## src/rtl/smc_consts.svh

```systemverilog
`ifndef SMC_CONSTS_SVH
`define SMC_CONSTS_SVH
`define SMC_PUSH_CYCLES 2
`define SMC_POP_CYCLES 2
`define SMC_SINGLE_CYCLES 1
`define SMC_SP_RESET 16'h10FF
`define SMC_DATA_W 8
`define SMC_REG_AW 5
`define SMC_IO_AW 6
`define SMC_SP_W 16
`endif

```

## src/rtl/smc_pkg.sv

```systemverilog
`include "smc_consts.svh"
package smc_pkg;
    typedef enum logic [2:0] {
        SMC_OP_NOP,
        SMC_OP_IN,
        SMC_OP_OUT,
        SMC_OP_PUSH,
        SMC_OP_POP,
        SMC_OP_SLEEP,
        SMC_OP_WATCHDOG,
        SMC_OP_BREAK
    } smc_op_type;

    typedef struct packed {
        smc_op_type op;
        logic [`SMC_REG_AW-1:0] reg_sel;
        logic [`SMC_IO_AW-1:0] io_addr;
    } smc_cmd_type;

    typedef struct packed {
        logic we;
        logic [`SMC_REG_AW-1:0] addr;
        logic [`SMC_DATA_W-1:0] data;
    } smc_rf_wr_type;

    typedef struct packed {
        logic we;
        logic re;
        logic [`SMC_SP_W-1:0] addr;
        logic [`SMC_DATA_W-1:0] data;
    } smc_mem_type;

    typedef struct packed {
        logic we;
        logic re;
        logic [`SMC_IO_AW-1:0] addr;
        logic [`SMC_DATA_W-1:0] data;
    } smc_io_type;
endpackage : smc_pkg

```

## src/rtl/smc_stack_ptr.sv

```systemverilog
`timescale 1ns/100ps
`include "smc_consts.svh"
// ============================================================
// Stack pointer: post-decrement push, pre-increment pop
module smc_stack_ptr #(
    parameter logic [`SMC_SP_W-1:0] SP_RESET = `SMC_SP_RESET
) (
    input wire logic core_clk,
    input wire logic rst,
    input wire logic push,
    input wire logic pop,
    output logic [`SMC_SP_W-1:0] sp,
    output logic [`SMC_SP_W-1:0] sp_pop_addr
);
    logic [`SMC_SP_W-1:0] sp_q;
    logic [`SMC_SP_W-1:0] sp_d;

    always_comb begin
        sp_d = sp_q;
        if (push) begin
            sp_d = sp_q - `SMC_SP_W'(1);
        end else if (pop) begin
            sp_d = sp_q + `SMC_SP_W'(1);
        end
    end

    always_ff @(posedge core_clk) begin
        if (rst) begin
            sp_q <= SP_RESET;
        end else begin
            sp_q <= sp_d;
        end
    end

    assign sp = sp_q;
    assign sp_pop_addr = sp_q + `SMC_SP_W'(1);
endmodule : smc_stack_ptr

```

## src/rtl/smc_exec.sv

```systemverilog
// Operation
// [RQ1] Push stores source register, 2 cycles, flags kept
// [RQ2] Pop loads destination register, 2 cycles, flags kept
// [RQ3] Sleep one cycle, hands to sleep controller
// [RQ4] Watchdog restart one cycle, pulses watchdog
// [RQ5] Break acts only with debug enabled
// [RQ6] In/out copy one cycle; nop does nothing
`timescale 1ns/100ps
`include "smc_consts.svh"
module smc_exec (
    input wire logic core_clk,
    input wire logic rst,
    input wire logic cmd_valid,
    input wire smc_pkg::smc_cmd_type cmd,
    output logic cmd_ready,
    input wire logic [`SMC_DATA_W-1:0] src_reg,
    input wire logic [`SMC_DATA_W-1:0] io_rdata,
    input wire logic [`SMC_DATA_W-1:0] mem_rdata,
    input wire logic debug_en,
    output smc_pkg::smc_rf_wr_type rf_wr,
    output smc_pkg::smc_mem_type mem,
    output smc_pkg::smc_io_type io,
    output logic [`SMC_SP_W-1:0] sp,
    output logic sleep_req,
    output logic watchdog_restart_op,
    output logic debug_break,
    output logic flags_we,
    output logic busy
);
    // ============================================================
    // State
    typedef enum logic [1:0] {
        SMC_ST_IDLE,
        SMC_ST_PUSH2,
        SMC_ST_POP2
    } smc_state_type;

    smc_state_type state_q, state_d;
    logic [`SMC_REG_AW-1:0] dst_q, dst_d;
    smc_pkg::smc_rf_wr_type rf_q, rf_d;
    smc_pkg::smc_mem_type mem_q, mem_d;
    smc_pkg::smc_io_type io_q, io_d;
    logic sleep_q, sleep_d;
    logic wdog_q, wdog_d;
    logic brk_q, brk_d;
    logic take;
    logic sp_push;
    logic sp_pop;
    logic [`SMC_SP_W-1:0] sp_pop_addr;

    // ============================================================
    // Stack pointer
    smc_stack_ptr u_sp (
        .core_clk(core_clk),
        .rst(rst),
        .push(sp_push),
        .pop(sp_pop),
        .sp(sp),
        .sp_pop_addr(sp_pop_addr)
    );

    assign cmd_ready = (state_q == SMC_ST_IDLE);
    assign take = cmd_valid && cmd_ready;
    assign busy = !cmd_ready;
    // None of these operations touches status flags
    assign flags_we = 1'b0; // [RQ1] [RQ2] [RQ3] [RQ4] [RQ5]

    // ============================================================
    // Sequence: state, write-back target, stack pointer moves
    always_comb begin
        state_d = state_q;
        dst_d = dst_q;
        sp_push = 1'b0;
        sp_pop = 1'b0;
        unique case (state_q)
            SMC_ST_IDLE: begin
                if (take) begin
                    unique case (cmd.op)
                        smc_pkg::SMC_OP_IN: begin
                            dst_d = cmd.reg_sel; // [RQ6]
                        end
                        smc_pkg::SMC_OP_PUSH: begin
                            sp_push = 1'b1; // [RQ1]
                            state_d = SMC_ST_PUSH2; // [RQ1]
                        end
                        smc_pkg::SMC_OP_POP: begin
                            sp_pop = 1'b1; // [RQ2]
                            dst_d = cmd.reg_sel;
                            state_d = SMC_ST_POP2; // [RQ2]
                        end
                        smc_pkg::SMC_OP_NOP,
                        smc_pkg::SMC_OP_OUT,
                        smc_pkg::SMC_OP_SLEEP,
                        smc_pkg::SMC_OP_WATCHDOG,
                        smc_pkg::SMC_OP_BREAK: begin
                            state_d = SMC_ST_IDLE; // [RQ3] [RQ4] [RQ6]
                        end
                    endcase
                end
            end
            SMC_ST_PUSH2: begin
                state_d = SMC_ST_IDLE; // [RQ1]
            end
            SMC_ST_POP2: begin
                state_d = SMC_ST_IDLE; // [RQ2]
            end
            default: begin
                state_d = SMC_ST_IDLE;
            end
        endcase
    end

    // ============================================================
    // Sequence registers
    always_ff @(posedge core_clk) begin
        if (rst) begin
            state_q <= SMC_ST_IDLE;
            dst_q <= '0;
        end else begin
            state_q <= state_d;
            dst_q <= dst_d;
        end
    end

    // ============================================================
    // Access strobes
    always_comb begin
        rf_d = '0;
        mem_d = '0;
        io_d = '0;
        sleep_d = 1'b0;
        wdog_d = 1'b0;
        brk_d = 1'b0;
        if (take) begin
            unique case (cmd.op)
                smc_pkg::SMC_OP_NOP: begin
                    io_d = '0; // [RQ6]
                end
                smc_pkg::SMC_OP_IN: begin
                    io_d.re = 1'b1; // [RQ6]
                    io_d.addr = cmd.io_addr;
                end
                smc_pkg::SMC_OP_OUT: begin
                    io_d.we = 1'b1; // [RQ6]
                    io_d.addr = cmd.io_addr;
                    io_d.data = src_reg;
                end
                smc_pkg::SMC_OP_PUSH: begin
                    mem_d.we = 1'b1; // [RQ1]
                    mem_d.addr = sp;
                    mem_d.data = src_reg;
                end
                smc_pkg::SMC_OP_POP: begin
                    mem_d.re = 1'b1; // [RQ2]
                    mem_d.addr = sp_pop_addr;
                end
                smc_pkg::SMC_OP_SLEEP: begin
                    sleep_d = 1'b1; // [RQ3]
                end
                smc_pkg::SMC_OP_WATCHDOG: begin
                    wdog_d = 1'b1; // [RQ4]
                end
                smc_pkg::SMC_OP_BREAK: begin
                    brk_d = debug_en; // [RQ5]
                end
            endcase
        end
        // Pop write-back in its second cycle
        if (state_q == SMC_ST_POP2) begin
            rf_d.we = 1'b1; // [RQ2]
            rf_d.addr = dst_q;
            rf_d.data = mem_rdata;
        end
        // Port input write-back one cycle after the read
        if (io_q.re) begin
            rf_d.we = 1'b1; // [RQ6]
            rf_d.addr = dst_q;
            rf_d.data = io_rdata;
        end
    end

    // ============================================================
    // Strobe registers
    always_ff @(posedge core_clk) begin
        if (rst) begin
            rf_q <= '0;
            mem_q <= '0;
            io_q <= '0;
            sleep_q <= 1'b0;
            wdog_q <= 1'b0;
            brk_q <= 1'b0;
        end else begin
            rf_q <= rf_d;
            mem_q <= mem_d;
            io_q <= io_d;
            sleep_q <= sleep_d;
            wdog_q <= wdog_d;
            brk_q <= brk_d;
        end
    end

    assign rf_wr = rf_q;
    assign mem = mem_q;
    assign io = io_q;
    assign sleep_req = sleep_q;
    assign watchdog_restart_op = wdog_q;
    assign debug_break = brk_q;
endmodule : smc_exec

```

## config.mk

```make
export PLATFORM = sky130hd
export DESIGN_NAME = smc_exec
export DESIGN_NICKNAME = d
export VERILOG_FILES = /design/src/rtl/smc_pkg.sv /design/src/rtl/smc_stack_ptr.sv /design/src/rtl/smc_exec.sv
export VERILOG_INCLUDE_DIRS = /design/src /design/src/rtl
export SDC_FILE = /design/constraint.sdc
export NUM_CORES = 1
export LEC_CHECK = 0
export ABC_AREA = 1
export BUFFER_PORTS_ARGS = -buffer_cell sky130_fd_sc_hd__buf_2
export CAP_MARGIN = 40
export CORE_MARGIN = 4
export CORE_UTILIZATION = 30
export CTS_CLUSTER_SIZE = 24
export DETAILED_ROUTE_END_ITERATION = 16
export GPL_ROUTABILITY_DRIVEN = 1
export PLACE_DENSITY = 0.49
export SYNTH_ARGS = -nofsm -noshare
export SYNTH_HDL_FRONTEND = slang
export SYNTH_HIERARCHICAL = 1
export SYNTH_SLANG_ARGS = --single-unit
```

## constraint.sdc

```tcl
create_clock -name core_clk -period 2.2 [get_ports core_clk]
set_input_delay 0.11 -clock core_clk [delete_from_list [all_inputs] [get_ports core_clk]]
set_output_delay 0.11 -clock core_clk [all_outputs]
set_load 0.02 [all_outputs]
```

-- Yosys cells after proc, flatten, opt, wreduce, memory -nomap -nowiden
Cells that the tools add are included.
- add/sub/neg operators: 2
- equality and inequality tests: 8
- muxes and demuxes: 16
- bitwise gates (word level): 6
- reductions and logical operators: 17
- operators by type and width (operator ; number):
    16-bit two-way mux ; 2
    16-bit one-hot mux with 2 select lines ; 1
    14-bit two-way mux ; 2
    16-bit by 1-bit adder with 16-bit output, second input constant ; 1
    16-bit by 1-bit subtractor with 16-bit output, second input constant ; 1
    3-bit equality test, second input constant ; 4
    3-bit OR reduction ; 4
    1-bit two-way mux ; 10
    2-bit OR reduction ; 4
    3-bit by 2-bit equality test with 1-bit output, second input constant ; 2
    1-bit inverter ; 6
    2-bit one-hot mux with 3 select lines ; 1
    5-bit OR reduction ; 1
    3-bit by 1-bit equality test with 1-bit output, second input constant ; 1
    3-bit zero test ; 1
    3-bit AND reduction ; 1
    3-bit nonzero test ; 1
    2-bit equality test, second input constant ; 1
    2-bit zero test ; 1
    2-bit AND reduction ; 1
    2-bit nonzero test ; 1
    1-bit logical AND ; 1
    1-bit zero test ; 1
- register bits: 82
- output and inout bits: 78

-- Depth between registers and ports, before layout
Gate-level depths: netlist (run 1).
- word-level depth: 6
- gate-level depth with buffers: 13
- depth with buffers taken out: 12

-- Hierarchy
The synthesis (run 1) kept the hierarchy.
- modules (own cells, without submodules) (module ; times used ; cells an instance ; area an instance (µm²) ; seq. area each (µm²)):
    smc_exec ; 1 ; 243 ; 2144.6 ; 1321.3
    smc_stack_ptr ; 1 ; 246 ; 1452.6 ; 320.3

-- Least setup slack after synthesis (run 1)
Ideal clock, no wire load.
- kind: reg2reg
- start: reg state_q[1]
- end: reg u_sp.sp_q[11] (netlist: u_sp/sp[11])
- library setup time: 0.111 ns
- arrival: 1.542 ns
- required time: 2.089 ns
- setup slack: 0.548 ns
- stages on the path, launching flop included: 12
- period minus slack after synthesis: 1.652 ns
- path through: dfxtp_1 -> nor2_4 -> nand2_4 -> nor2_1 -> inv_1 -> nand2_1 -> inv_1 -> buf_4 -> nand3_1 -> nand3_1 -> nand2_1 -> inv_1
- word-level cells in the longest chain between the ends: 5
- elaborated cells on any way between the ends: 8
- classes of those cells: 5 x mux; 3 x reduce/logical
- ends and longest elaborated chain (item ; line ; text):
    start, declared ; smc_exec.sv:38 ; smc_state_type state_q, state_d;
    start signal, assigned ; smc_exec.sv:120 ; state_q <= state_d;
    2-bit zero test * ; smc_exec.sv:62 ; assign cmd_ready = (state_q == SMC_ST_IDLE);
    via cmd_ready ; smc_exec.sv:15 ; output logic cmd_ready,
    1-bit logical AND ; smc_exec.sv:63 ; assign take = cmd_valid && cmd_ready;
    1-bit two-way mux ; smc_exec.sv:77 ; if (take) begin
    1-bit two-way mux * ; smc_exec.sv:75 ; unique case (state_q)
    via sp_push ; smc_exec.sv:47 ; logic sp_push;
    16-bit two-way mux or 2-bit nonzero test (tied branches) ; n/a ;
    end signal, assigned ; smc_stack_ptr.sv:31 ; sp_q <= sp_d;
    end, declared ; smc_stack_ptr.sv:15 ; logic [`SMC_SP_W-1:0] sp_q;
The timed path passes the listed nets; every way through them passes the cells marked *.
A chain may end at the register's enable or synchronous reset.

-- Worst setup path after layout (run 1)
- start: reg state_q[0]
- end: reg u_sp.sp_q[9] (netlist: u_sp/sp[9])
- word-level cells in the longest chain between the ends: 5
- elaborated cells on any way between the ends: 8
- classes of those cells: 5 x mux; 3 x reduce/logical
- ends and longest elaborated chain (item ; line):
    2-bit zero test * ; smc_exec.sv:62, smc_exec.sv:75
    1-bit logical AND ; smc_exec.sv:63
    1-bit two-way mux ; smc_exec.sv:77
    1-bit two-way mux * ; smc_exec.sv:75
    via sp_push ; smc_exec.sv:47
    16-bit two-way mux or 2-bit nonzero test (tied branches) ; n/a
Marked as above.

==> impl_summary.txt, run 1 <==
----------------------------------------------------
[Setup path]
  Worst path bufs/invs ... 3
  Cells traversed along the worst timing path ... nor2_4 > nand2_4 > nor2_1 > inv_1 > nand2_1 > inv_1 > nand3_1 > o211ai_1 > nand2_1 > inv_1
  Data required time at the worst endpoint ... 2490 ps
  Worst setup path category ... register to register
  Top Family by Delay on Critical Path ... buffers and inverters
  Crit path largest cell delay ... 380 ps
  Critical path's slowest cell ... dfxtp_1
  Most Frequent Cell on Critical Path ... inv_1
  Endpoint type of the worst setup path ... register
  Largest fanout on the critical path ... 11
  FF-to-FF setup slack ... roughly 370 ps
  Worst EP arrival ... 2120 ps
  Type of origin of the critical path ... register

[Synth]
  Post-Synthesis Cell Area ... approximately 0.0036 mm2
  Async set-reset flop share out of synthesis ... 0%
  Distinct cells, synth ... 35
  Cell taking the most area after synthesis ... dfxtp_1
  Top_reg_cell synth ... dfxtp_1
  Average size of a mapped cell ... about 7.4 um2
  Synth Instances ... 489
  Number of warnings issued by yosys ... 6
  Post-Syn Nets ... approximately 530
  Share of Yosys cell area claimed by the top area cell type ... between 40% and 50%
  Count of flip-flops with a built-in enable after synthesis ... 0
  Largest cells by area after synthesis ... dfxtp_1 (46%), nand2_1 (13%), nor2_1 (8.0%)
  Flip-flop and latch count after synthesis ... between 80 and 90
  Sequential area share after synthesis ... 45.6%

[Clock tree]
  PostCTS Resize Cnt ... 0
  CTS H-tree depth ... 3
  CTS root buffer ... clkbuf_16
  Clock latency reported for the late side of the worst-skew pair ... 340 ps
  CTS Sinks ... 82
  Clock tree from TritonCTS ... done
  Number of buffers inserted during clock tree synthesis ... 9
  Number of buffers added for setup after CTS ... 0
  Clock transition time at the flip-flop clock pins of the worst setup and hold paths ... 60 ps
  CTS Buffer Depth ... 2

[Cells and area]
  Number of standard cells in the final layout excluding fillers ... 767
  Layout-stage area growth over the synthesis result ... 31.8%
  Final instance area ... 0.00474 mm2
  End-of-flow core utilization ... around two fifths
  N_diodes ... 0
  Ratio of cells with drive above 1 in the final layout ... about a quarter
  Post-layout net count ... 663
  # fillers ... 1215
  Area of all sequential standard cells ... between 0.0015 and 0.002 mm2
  Area of the multi-input gates ... 0.00160 mm2

[Power and ir drop]
  Peak supply drop ... around 0.28 mV
  P per Cell Area ... between 700 and 800 mW/mm2
  Total design power ... 3.53 mW
  Leakage power of the design ... 2.51 nW

[STA]
  Final period utilization ... 83.3%
  Final hold violation count ... 0
  Endpoints failing setup ... 0
  Setup repair after global routing missed its margin ... false
  Skew final ... 7.58 ps
  Fmax achieved ... about 550 MHz
  Final slew viol count ... 0
  Worst slew pin tran ... 711 ps
  Slew HR ... 52.1%
  Setup tns final ... 0 ps
  Post-route setup slack ... 368 ps
  Min Tclk post-route ... 1830 ps
  Worst hold margin ... 5.77 ps

[Detailed routing]
  Final WL ... 10200 um
  Highest routed layer ... met4
  Post-DR wirelength/cell ... 13.3 um
  Number of detailed-route iterations in the first pass ... 4
  Detailed route wirelength on metal2 ... ~4600 um
  DR iter-0 viols ... 180
  Count of vias placed by the detailed router ... 3420
  Number of nets with antenna violations after detailed routing ... 0
  Met3 Wirelength ... 673 um
  DRC violations left ... 0
  Sum of routed wire segments on met1 ... 4750 um
  Routed vias/inst ... around 4.5

[Floorplanning]
  Number of rows in the core area ... 39
  Starting Density ... 31.1%
  X dimension of the die ... around 120 um
  Area of the die ... ~0.014 mm2
  I/O pin cnt ... 120
  Core Box Area ... around 0.012 mm2
  Vertical die dimension ... 118 um

[Global routing]
  Vias in the first global route ... 3384
  Maximum number of pins on one net before global-route repair ... 19
  First-pass GRT wire length ... 16900 um
  Initial antenna violation count ... 0
  Global Route Usage Sum ... 15.0%
  Congestion Overflow GR ... 0

[Place]
  Final GP Congestion ... 0.855
  Buffers added on ports ... 118
  Placed Area ... around 0.0043 mm2
  Worst Setup Slack post-DPL ... 355 ps
  Inst Count DP ... 738
  HPWL reported at the end of detailed placement ... 7430 um

[Worst hold path]
  HP Class ... primary input to register

[Outcome]
  Run status ... finished, final reports clean

[Flow run]
  Total of max-cap violations ... 0

----------------------------------------------------
## metal layers
layer	global-route usage (%)	vias up
met5	0	-
met4	6.08	0
met3	3.32	16
met2	24.6	123
met1	19.3	1510
li1	-	1771
## cell usage in the layout (no fill, tap or decap), drive strengths merged, types with 2 or more instances in the layout
master	netlist	routed
nand2	130	130
buf	13	121
nor2	90	90
dfxtp	82	82
inv	66	67
nand3	37	37
o21ai	15	15
dlygate4sd3	0	13
a21oi	10	10
clkbuf	2	10
mux2i	8	8
xor2	8	8
nor3	7	7
nand4	5	5
o211ai	4	4
clkinv	1	3
bufinv	0	2
and2	2	2
a31oi	2	2
o2111ai	2	2
ha	2	2
## cells in the mapped netlist, types with 6 or more instances
library cell	instances
nand2_1	124
nor2_2	7
xor2_1	8
inv_1	60
buf_2	6
mux2i_1	8
nor3_1	6
nand3_1	35
a21oi_1	10
o21ai_0	11
nor2_1	77
dfxtp_1	82
## logic make-up (layout without fill, tap and decap cells)
family          Yosys count  after routing  synth area share (%)
simple gates            271            271                  33.8
flops                    82             82                  45.6
buf+inv                  82            217                  9.77
compound gates           34             34                  5.57
xor+xnor                  9              9                  2.19
mux                       8              8                  2.23
fa+ha+maj                 2              2                 0.696
other cells               1              1                 0.104
## worst register-to-register path: stages (launching register included)
cell,delay (ps)
dfxtp_1,380
nor2_4,60
nand2_4,120
nor2_1,90
inv_1,240
nand2_1,170
inv_1,380
nand3_1,140
o211ai_1,100
nand2_1,60
inv_1,50
## path summary, 6_finish.rpt
kind                                              start                       to  cells after the start
worst max-delay path            state_q[0]$_SDFFE_PP0P_  u_sp/sp[9]$_SDFFE_PP0P_                     10
worst min-delay path                         src_reg[3]        mem[3]$_SDFF_PP0_                      3
worst max register to register  state_q[0]$_SDFFE_PP0P_  u_sp/sp[9]$_SDFFE_PP0P_                     10
worst min register to register    dst_q[1]$_SDFFE_PP0P_      rf_wr[9]$_SDFF_PP0_                      2
## repair_timing
action | 4_1_cts | 5_1_grt
endpoints found under the hold margin | 15 | 0
endpoints found under the setup margin | 0 | 0
hold buffers | 13 | 0
## final cells by class
| cell class | count | area share, % |
|---|---|---|
| tap | 143 | 3.77 |
| multi-input combinational | 325 | 33.8 |
| sequential | 82 | 34.6 |
| timing repair buffer | 134 | 15.7 |
| clock inverter | 6 | 1.90 |
| clock buffer | 10 | 4.83 |
| inverter | 67 | 5.36 |
## state kept, by name, indices dropped and copies added, names as in the netlist
| register | flops |
|---|---|
| mem | 26 |
| io | 16 |
| u_sp/sp | 16 |
| rf_wr | 14 |
| dst_q | 5 |
| state_q | 2 |
| debug_break | 1 |
| sleep_req | 1 |
| watchdog_restart_op | 1 |
## power breakdown
group	internal [mW]	switching [mW]	leakage, nW
clock	0.998	0.620	0.153
combinational	0.131	0.227	1.69
sequential	1.52	0.0355	0.664
total	2.65	0.883	2.51
Power figures use the tool's default switching activity.
==> inputs of run 2 (changes only) <==
PLACE_DENSITY = 0.51   (was 0.49)
clock period = 1.6 ns   (was 2.2 ns; I/O delays follow)
==> impl_summary.txt, run 2 (synthesized netlist as in run 1, its figures left out) <==
----------------------------------------------------
[Flow run]
  Total of max-cap violations ... 0

[Detailed routing]
  Detailed route wirelength on metal2 ... 4810 um
  Sum of routed wire segments on met1 ... around 4800 um
  Final WL ... 10600 um
  Post-DR wirelength/cell ... 13.1 um
  Met3 Wirelength ... 712 um
  Highest routed layer ... met4
  Routed vias/inst ... approximately 4.4
  Number of detailed-route iterations in the first pass ... 5
  Number of nets with antenna violations after detailed routing ... 0
  Count of vias placed by the detailed router ... 3569
  DR iter-0 viols ... around 150
  DRC violations left ... 0

[Power and ir drop]
  Total design power ... 4.78 mW
  Switching power ... 1.23 mW
  Peak supply drop ... 0.479 mV
  Logic pwr share ... 12.4%
  Internal power ... between 3 and 4 mW
  Relative contribution of the clock network to total power ... 43.0%
  Share of power burned in registers ... 44.5%
  P per Cell Area ... 920 mW/mm2
  Leakage power of the design ... ~2.7 nW
  Net Sw Frac ... 25.7%

[Place]
  Buffers added on ports ... around 120
  HPWL reported at the end of detailed placement ... 7410 um
  Final GP Congestion ... roughly 0.9
  Placed Area ... 0.00444 mm2

[Cells and area]
  Area of the multi-input gates ... ~0.0017 mm2
  N_diodes ... 0
  Most common cell after layout, fill and taps aside ... nand2_1
  Final instance area ... 0.00519 mm2
  End-of-flow core utilization ... 44.9%
  Area of all sequential standard cells ... 0.00165 mm2
  # fillers ... 1167
  Number of flip-flops in the largest register ... 26
  Most frequent cells in the layout ... nand2_1 (119), buf_2 (118), nor2_1 (73), dfxtp_1 (73), inv_1 (57)
  Post-layout net count ... roughly 710
  Ratio of cells with drive above 1 in the final layout ... 31.9%
  Layout-stage area growth over the synthesis result ... 44.4%

[Global routing]
  First-pass GRT wire length ... between 15000 and 20000 um
  Congestion Overflow GR ... 0
  Vias in the first global route ... 3596
  Global Route Usage Sum ... between 10% and 20%
  Initial antenna violation count ... 0
  Maximum number of pins on one net before global-route repair ... 18

[STA]
  Slew HR ... approximately 54%
  Min Tclk post-route ... 1530 ps
  Skew final ... 5.20 ps
  Endpoints failing setup ... 0
  Setup repair after global routing missed its margin ... true
  Final period utilization ... 95.4%
  Fmax achieved ... ~660 MHz
  Final slew viol count ... 0
  Worst slew pin tran ... approximately 680 ps
  Setup tns final ... 0 ps
  Final hold violation count ... 0

[Floorplanning]
  Starting Density ... 31.1%
  I/O pin cnt ... 120
  X dimension of the die ... 118 um
  Area of the die ... between 0.01 and 0.015 mm2
  Vertical die dimension ... 118 um
  Core Box Area ... roughly 0.012 mm2
  Number of rows in the core area ... 39

[Clock tree]
  CTS Buffer Depth ... 2
  CTS root buffer ... clkbuf_16
  CTS Sinks ... 82
  Clock tree from TritonCTS ... done
  Clock transition time at the flip-flop clock pins of the worst setup and hold paths ... 60 ps
  Number of buffers inserted during clock tree synthesis ... 9
  Clock latency reported for the late side of the worst-skew pair ... 340 ps
  CTS H-tree depth ... 3

[Outcome]
  Run status ... finished, final reports clean

[Setup path]
  Worst EP arrival ... around 1800 ps
  Endpoint type of the worst setup path ... register
  Largest fanout on the critical path ... 6
  Number of cells on the worst reg-to-reg path ... 10
  Worst setup path category ... register to register
  Data required time at the worst endpoint ... 1840 ps
  Type of origin of the critical path ... register

[Worst hold path]
  Count of cells along the worst hold path ... 3
  HP Class ... primary input to register

----------------------------------------------------
run 2: cell count changes in the layout (fill, tap and decap cells not counted), sizes merged:
cell,delta
clkinvlp,+1
inv,-1
buf,+20
clkinv,+2
dlygate4sd3,+22
bufinv,-1
run 2: path summary, 6_finish.rpt:
path	from	end	slack (ps)
setup / recovery	state_q[0]$_SDFFE_PP0P_	u_sp/sp[9]$_SDFFE_PP0P_	70
hold / removal	io_rdata[4]	rf_wr[4]$_SDFF_PP0_	3
setup reg to reg	state_q[0]$_SDFFE_PP0P_	u_sp/sp[9]$_SDFFE_PP0P_	70
hold reg to reg	dst_q[1]$_SDFFE_PP0P_	rf_wr[9]$_SDFF_PP0_	440
run 2: power groups by stage:
stage | Clock (mW) | Combinational [mW] | Sequential [mW]
4_1_cts | 2.12 | 0.576 | 2.12
3_5_place_dp | 0 | 0.506 | 2.17
3_3_place_gp | 0 | 0.500 | 2.17
5_1_grt | 2.23 | 0.657 | 2.13
2_1_floorplan | 0 | 0.288 | 2.20
6_report | 2.06 | 0.594 | 2.13
run 2: cell type report:
| type | instances | share of cell area [%] |
|---|---|---|
| Clock buffer | 10 | 4.41 |
| Clock inverter | 6 | 1.28 |
| Inverter | 67 | 4.96 |
| Multi-Input combinational cell | 325 | 32.3 |
| Sequential cell | 82 | 31.8 |
| Tap cell | 143 | 3.44 |
| Timing Repair Buffer | 176 | 21.7 |
| Timing Repair inverter | 1 | 0.145 |
run 2: critical path: stages (launching register included):
cell,delay (ps)
dfxtp_2,330
nor2_4,120
nand2_4,70
nor2_4,130
inv_1,90
nand2_4,90
clkinvlp_4,220
nand3_2,140
o211ai_1,100
nand2_1,80
inv_1,40
run 2: repair_timing:
item	in CTS	in global routing
cloned	0	1
hold endpoints to repair	36	0
hold buffers	35	0
gates resized for setup	0	31
setup endpoints to repair	1	14
pin swaps	0	3
buffers inserted	0	2
run 2: metrics by stage:
step	worst slack (ps)	hold WS (ps)	cells
after CTS	-4.91	2.95	807
after detailed placement	46.5	304	756
after global placement	66.1	294	756
final	73.7	3.40	810
after global routing	-17.0	20.9	810
after floorplan	0.0749	149	489
run 2: metal layers:
layer / GRT usage (%) / up-vias
met5: 0 / -
met4: 6.01 / 0
met3: 5.29 / 21
met2: 25.5 / 120
met1: 19.2 / 1573
li1: - / 1855
